<file path="src/logic/gcr_params.svh">
// Function
// Read-only 15-bit code holds the latest delay-block calibration result.
// Writing one to delay calibration command starts it; self-clears; result stored.
// Host should issue the delay calibration command during startup.
// Read-only startup flag: zero while startup runs, one when ready.
// Writing one to divider init command initialises dividers and phase delays.
// Host issues divider init at startup and after every divider or delay change.
// Writing one to bias calibration command starts it; clears when calibration ends.
// Host must issue the bias calibration command during startup.
// Read-edge select resets zero: zero shifts on falling SCLK, one on rising.
// Writing one to alignment enable arms alignment at next reference rising edge.
// Alignment enable resets to zero, alignment stays off until set.
// Command bits and reserved bits read as zero.
// Host samples read data on the SCLK edge opposite the selected one.
`ifndef GCR_PARAMS_SVH
`define GCR_PARAMS_SVH

`define GCR_ADDR_CODE_HI  8'h6C
`define GCR_ADDR_CODE_LO  8'h6D
`define GCR_ADDR_STATUS   8'h6E
`define GCR_ADDR_BIAS     8'h6F
`define GCR_ADDR_DIV_INIT 8'h70
`define GCR_ADDR_DLY_CAL  8'h71
`define GCR_ADDR_BIAS_CAL 8'h72
`define GCR_ADDR_ALIGN    8'h73

`define GCR_BIT_CMD       7
`define GCR_BIT_READY     1
`define GCR_BIT_EDGE      0
`define GCR_CODE_W        15
`define GCR_BIAS_W        6
`define GCR_SYNC_STAGES   2
`define GCR_ALIGN_RESET   1'h0
`define GCR_EDGE_RESET    1'h0

`endif

</file>
<file path="src/logic/gcr_pkg.sv">
`default_nettype none
package gcr_pkg;
   // Progress of one calibration engine
   typedef enum logic {
      CAL_IDLE,
      CAL_BUSY
   } gcr_cal_state_type;
endpackage
`default_nettype wire

</file>
<file path="src/logic/gcr_regs.sv">
`timescale 1ns/1ps
`default_nettype none
`include "gcr_params.svh"
module gcr_regs (
   input  wire  logic                   core_clk_i,
   input  wire  logic                   rst_i,
   // Register port from the serial configuration engine
   input  wire  logic [7:0]             reg_addr_i,
   input  wire  logic                   reg_wr_i,
   input  wire  logic [7:0]             reg_wdata_i,
   input  wire  logic                   reg_rd_i,
   output logic       [7:0]             reg_rdata_o,
   output logic                         reg_rvalid_o,
   // Analog and calibration side
   input  wire  logic                   startup_done_i,
   input  wire  logic                   ref_in_i,
   input  wire  logic                   delay_cal_done_i,
   input  wire  logic [`GCR_CODE_W-1:0] delay_cal_code_i,
   input  wire  logic                   bias_cal_done_i,
   input  wire  logic [`GCR_BIAS_W-1:0] bias_level_i,
   output logic                         divider_init_o,
   output logic                         delay_block_cal_start_o,
   output logic                         precision_bias_cal_start_o,
   output logic                         multi_buffer_align_en_o,
   output logic                         align_start_o,
   output logic                         read_edge_select_o
);
   logic [1:0]                   sync_w;
   logic                         ref_sync;
   logic                         ready_sync;
   logic                         ref_prev_q, ref_prev_d;
   logic                         ref_rise;
   gcr_pkg::gcr_cal_state_type   dly_state_q, dly_state_d;
   gcr_pkg::gcr_cal_state_type   bias_state_q, bias_state_d;
   logic [`GCR_CODE_W-1:0]       code_q, code_d;
   logic [`GCR_BIAS_W-1:0]       bias_q, bias_d;
   logic                         div_init_d, dly_start_d, bias_start_d;
   logic                         align_d, align_start_d, edge_d;
   logic [7:0]                   rdata_d;
   logic                         rvalid_d;

   // The read mux splits the code as 7 + 8 bits and pads the bias to a byte
   if ((`GCR_CODE_W != 15) || (`GCR_BIAS_W != 6)) begin : g_width_check
      $error("gcr_regs: code must be 15 bits and bias 6 bits");
   end

   // Pins from outside the clock domain
   gcr_sync #(
      .WIDTH (2)
   ) u_sync (
      .core_clk_i (core_clk_i),
      .rst_i      (rst_i),
      .async_i    ({startup_done_i, ref_in_i}),
      .sync_o     (sync_w)
   );
   assign ref_sync   = sync_w[0];
   assign ready_sync = sync_w[1];
   assign ref_rise   = ref_sync && !ref_prev_q;

   // A write carrying a one in the command position of one address
   function automatic logic cmd_write(input logic       wr,
                                      input logic [7:0] addr,
                                      input logic [7:0] data,
                                      input logic [7:0] target);
      cmd_write = wr && (addr == target) && data[`GCR_BIT_CMD];
   endfunction

   // Next-state logic for commands, results, alignment and read data
   always_comb begin
      ref_prev_d    = ref_sync;
      dly_state_d   = dly_state_q;
      bias_state_d  = bias_state_q;
      code_d        = code_q;
      bias_d        = bias_q;
      align_d       = multi_buffer_align_en_o;
      edge_d        = read_edge_select_o;
      align_start_d = 1'b0;
      dly_start_d   = 1'b0;
      bias_start_d  = 1'b0;
      div_init_d    = cmd_write(reg_wr_i, reg_addr_i, reg_wdata_i, `GCR_ADDR_DIV_INIT);

      // Delay block calibration; a repeat write while running is ignored
      unique case (dly_state_q)
         gcr_pkg::CAL_IDLE: begin
            if (cmd_write(reg_wr_i, reg_addr_i, reg_wdata_i, `GCR_ADDR_DLY_CAL)) begin
               dly_state_d = gcr_pkg::CAL_BUSY;
               dly_start_d = 1'b1;
            end
         end
         gcr_pkg::CAL_BUSY: begin
            if (delay_cal_done_i) begin
               dly_state_d = gcr_pkg::CAL_IDLE;
               code_d      = delay_cal_code_i;
            end
         end
      endcase

      // Bias calibration; command stays pending until the engine finishes
      unique case (bias_state_q)
         gcr_pkg::CAL_IDLE: begin
            if (cmd_write(reg_wr_i, reg_addr_i, reg_wdata_i, `GCR_ADDR_BIAS_CAL)) begin
               bias_state_d = gcr_pkg::CAL_BUSY;
               bias_start_d = 1'b1;
            end
         end
         gcr_pkg::CAL_BUSY: begin
            if (bias_cal_done_i) begin
               bias_state_d = gcr_pkg::CAL_IDLE;
               bias_d       = bias_level_i;
            end
         end
      endcase

      // Armed alignment fires on the next reference rise, then disarms
      if (multi_buffer_align_en_o && ref_rise) begin
         align_d       = 1'b0;
         align_start_d = 1'b1;
      end
      // Written last so a set in the same cycle as the edge wins
      if (reg_wr_i && (reg_addr_i == `GCR_ADDR_ALIGN)) begin
         align_d = reg_wdata_i[`GCR_BIT_CMD];
         edge_d  = reg_wdata_i[`GCR_BIT_EDGE];
      end

      // Read mux; unmapped and command addresses return zero
      rvalid_d = reg_rd_i;
      rdata_d  = 8'h00;
      if (reg_rd_i) begin
         case (reg_addr_i)
            `GCR_ADDR_CODE_HI: rdata_d = {1'b0, code_q[`GCR_CODE_W-1:8]};
            `GCR_ADDR_CODE_LO: rdata_d = code_q[7:0];
            `GCR_ADDR_STATUS:  rdata_d = {6'h00, ready_sync, 1'b0};
            `GCR_ADDR_BIAS:    rdata_d = {2'h0, bias_q};
            `GCR_ADDR_ALIGN:   rdata_d = {multi_buffer_align_en_o, 6'h00, read_edge_select_o};
            default:           rdata_d = 8'h00;
         endcase
      end
   end

   // State registers; result registers hold zero until the first run
   always_ff @(posedge core_clk_i or posedge rst_i) begin
      if (rst_i) begin
         ref_prev_q                 <= 1'b0;
         dly_state_q                <= gcr_pkg::CAL_IDLE;
         bias_state_q               <= gcr_pkg::CAL_IDLE;
         code_q                     <= '0;
         bias_q                     <= '0;
         divider_init_o             <= 1'b0;
         delay_block_cal_start_o    <= 1'b0;
         precision_bias_cal_start_o <= 1'b0;
         multi_buffer_align_en_o    <= `GCR_ALIGN_RESET;
         align_start_o              <= 1'b0;
         read_edge_select_o         <= `GCR_EDGE_RESET;
         reg_rdata_o                <= 8'h00;
         reg_rvalid_o               <= 1'b0;
      end else begin
         ref_prev_q                 <= ref_prev_d;
         dly_state_q                <= dly_state_d;
         bias_state_q               <= bias_state_d;
         code_q                     <= code_d;
         bias_q                     <= bias_d;
         divider_init_o             <= div_init_d;
         delay_block_cal_start_o    <= dly_start_d;
         precision_bias_cal_start_o <= bias_start_d;
         multi_buffer_align_en_o    <= align_d;
         align_start_o              <= align_start_d;
         read_edge_select_o         <= edge_d;
         reg_rdata_o                <= rdata_d;
         reg_rvalid_o               <= rvalid_d;
      end
   end
endmodule
`default_nettype wire

</file>
<file path="src/logic/gcr_sync.sv">
`timescale 1ns/1ps
`default_nettype none
module gcr_sync #(
   parameter int WIDTH = 1
) (
   input  wire  logic             core_clk_i,
   input  wire  logic             rst_i,
   input  wire  logic [WIDTH-1:0] async_i,
   output logic       [WIDTH-1:0] sync_o
);
   logic [WIDTH-1:0] meta_q;

   // Refused at elaboration; a zero-width bus has no meaning here
   if (WIDTH < 1) begin : g_width_check
      $error("gcr_sync: WIDTH must be at least 1");
   end

   // Two stages; the first stage feeds only the second
   always_ff @(posedge core_clk_i or posedge rst_i) begin
      if (rst_i) begin
         meta_q <= '0;
         sync_o <= '0;
      end else begin
         meta_q <= async_i;
         sync_o <= meta_q;
      end
   end
endmodule
`default_nettype wire

</file>
<file path="config.mk">
export PLATFORM = sky130hd
export DESIGN_NAME = gcr_regs
export DESIGN_NICKNAME = d
export VERILOG_FILES = /design/src/logic/gcr_pkg.sv /design/src/logic/gcr_regs.sv /design/src/logic/gcr_sync.sv
export VERILOG_INCLUDE_DIRS = /design/src /design/src/logic
export SDC_FILE = /design/constraint.sdc
export NUM_CORES = 1
export LEC_CHECK = 0
export BUFFER_PORTS_ARGS = -buffer_cell sky130_fd_sc_hd__buf_4
export CORE_MARGIN = 5
export CORE_UTILIZATION = 36
export DETAILED_ROUTE_END_ITERATION = 16
export SYNTH_ARGS = -nofsm -noshare
export SYNTH_HDL_FRONTEND = slang
export SYNTH_SLANG_ARGS = --single-unit
</file>
<file path="constraint.sdc">
create_clock -name core_clk_i -period 3.05 [get_ports core_clk_i]
set_clock_uncertainty 0.2 [all_clocks]
set_input_delay 0.1525 -clock core_clk_i [delete_from_list [all_inputs] [get_ports core_clk_i]]
set_output_delay 0.1525 -clock core_clk_i [all_outputs]
set_load 0.05 [all_outputs]
</file>
==> out/qor.txt <==
outcome - completed
clk buf depth - 2
logic gate share of total power - 11.0%
placed cell count - 222
CP arrival - 1990 ps
Worst Hold Class - input pin to flop
largest net degree at the start of global routing - 30
setup TNS - 0 ps
Internal - 0.0009984 W
RSZ-0062 raised after global routing - false
antenna diode count - 0
Rows - 25
Chip Height - 78.75 um
fin cells - 263
Worst Setup SP - reg_addr_i[3]
CP Capture Type - flop
CTS tree - yes
vias in the first global route - 1365
die area - 6202 um^2
DRC viols - 0
antenna violations before repair - 0
Synth area leaders - dfrtp_1 (63%), mux2_2 (17%), a22oi_1 (2.2%)
MaxCap Viol Count - 0
Worst Setup Start Kind - input pin
Routed Antenna Nets - 0
max incr delay on CP - 560 ps
total wire length - 4041 um
Clock Latency Late Sink - 290 ps
WP buf/inv - 3
Worst R2R Start - dly_state_q
cell taking the most area after synthesis - dfrtp_1
post-synth top area share - 63.24%
# setup viols final - 0
sw frac - 20.66%
Final Max Slew Viols - 0
num ports - 60
total gr overflow - 0
Crit Path Category - input pin to flop
FF+latch count, synth - 43
Psw - 0.0002600 W
Tcrit/Tclk final - 64.22%
hold path start - reg_wr_i
vias per inst - 4.806
Mapped Nets - 162
critical path's slowest cell - dlygate4sd3_1
H-tree depth - 2
Final GP Congestion - 0.8423
sequential share of the synthesized area - 63.24%
Num CTS Buffers - 5
Top Family by Delay on Critical Path - buffers and inverters
clock sink count - 43
final net count - 253
Max Fclk - 510.5 MHz
Seq pwr share - 47.4%
Post-Synthesis Cells - 117
worst relative slew slack - 54.98%
Pwr Density - 478.9 nW/um^2
most common cell after layout, fill and taps aside - buf_4
fin crit period - 1959 ps
worst path cell trace - dlygate4sd3_1, buf_4, nor3_1, nand3_1, nor3_1, dlygate4sd3_1
Slew @ Worst Pin - 673.6 ps
warnings from Yosys - 0
PortBufs - 53
DRT Pass-1 Iters - 4
area grow syn2layout - 54.41%
Reg clk slew, reported paths - 80 ps
layout cell share with drive strength beyond 1 - 43.54%
wire per inst - 15.37 um
Critical Path RT - 3090 ps
Max Fanout on Critical Path - 5
dpl hpwl - 2820 um
routed vias - 1264
synthesized area per cell - 14.54 um^2
first-pass GRT wire length - 6686 um
Clock Power Share - 41.6%
chip width - 78.75 um
post-synth design cell area - 1702 um^2
Leak - 1.307 nW
Starting Density - 36.51%
DR iter-0 viols - 63
Clock Root Buffer - clkbuf_8
Global Route Usage Sum - 14.21%
core area - 4661 um^2
most frequent cells in the layout - buf_4 (54), dfrtp_1 (43), dlygate4sd3_1 (33)
Final Hold Viols - 0
Peak VDD IR - 0.2721 mV
Synth cell types - 26
## sequential cells by signal (all words and copies together), names as in the netlist
signal,cells
multi_buffer_align_en_o,1
bias_state_q,1
code_q,15
ref_prev_q,1
reg_rvalid_o,1
divider_init_o,1
u_sync.meta_q,2
align_start_o,1
dly_state_q,1
reg_rdata_o,8
delay_block_cal_start_o,1
precision_bias_cal_start_o,1
u_sync.sync_o,2
read_edge_select_o,1
bias_q,6
## cell families after synthesis
logic type	after synthesis	share of synthesized area, %
flops	43	63.24
mux	30	20.66
compound gates	9	3.971
simple gates	30	10.88
buf+inv	5	1.250
## worst paths after layout
check	end	cells past startpoint	slack, ps
setup / recovery	divider_init_o	6	1090
hold / removal	multi_buffer_align_en_o	3	30
setup reg to reg	code_q[4]	2	1380
hold reg to reg	u_sync.sync_o[0]	0	150
max in group asynchronous	code_q[6]	4	1760
min in group asynchronous	reg_rvalid_o	3	180
## repair_timing
| action | 4_1_cts | 5_1_grt |
|---|---|---|
| hold buffers | 33 | 0 |
| setup buffers | 0 | 0 |
| gates resized for setup | 0 | 0 |
| hold endpoints to repair | 47 | 0 |
## metal layers
metal / global-route usage (%) / wire (um) / vias up
li1: - / - / 594
met1: 16.24 / 1638 / 619
met2: 24.62 / 2123 / 41
met3: 3.741 / 178 / 10
met4: 6.818 / 101 / 0
met5: 0 / 0 / -
## area by class of cell
type | count | area, um^2
fill | 390 | 2033
clock buffer | 5 | 68.82
clock inverter | 3 | 67.56
sequential | 43 | 1076
timing repair buffer | 87 | 735.7
inverter | 2 | 7.507
multi-input combinational | 69 | 604.3
tap | 54 | 67.56
## cell usage after synthesis
cell type,instances
mux2_1,2
nor2_1,6
nor4_4,1
a21boi_0,1
nand3_1,1
nand3b_1,1
and3b_1,1
a22oi_1,5
nor2b_1,2
nand4b_1,1
mux4_1,1
mux2_2,26
a22o_1,1
nor3_1,5
buf_2,2
o31ai_1,1
nand2_2,1
nand3b_4,1
and3_1,1
nand2b_1,3
mux2i_1,1
clkbuf_1,1
o22ai_1,1
nand2_1,6
dfrtp_1,43
inv_1,2
## stage by stage
stage	hold WS, ps	setup WS (ps)	cell area (um^2)	power (W)	util (%)
after floorplan	-16.07	1549	1702	0.0006556	-
after global placement	-54.66	1408	2161	0.0007099	46.36
after detailed placement	-38.36	1370	2161	0.0007149	46.36
after CTS	13.90	1141	2628	0.001272	56.38
after global routing	23.08	994.8	2628	0.001309	56.38
final	27.42	1091	2628	0.001258	56.38
## worst min-delay path: cells and delay by family
kind,cells,cell delay [ps]
buf+inv,1,110
mux,1,140
simple gates,1,90
## power by group through the flow
| stage | logic, W | registers [W] | clock network, W |
|---|---|---|---|
| after global routing | 0.000151 | 0.000599 | 0.000559 |
| after CTS | 0.000140 | 0.000597 | 0.000535 |
| final | 0.000139 | 0.000596 | 0.000523 |
| after detailed placement | 0.000107 | 0.000608 | 0 |
| after floorplan | 0.0000422 | 0.000613 | 0 |
| after global placement | 0.000103 | 0.000607 | 0 |
No activity file was read; power rests on OpenSTA's default activity.
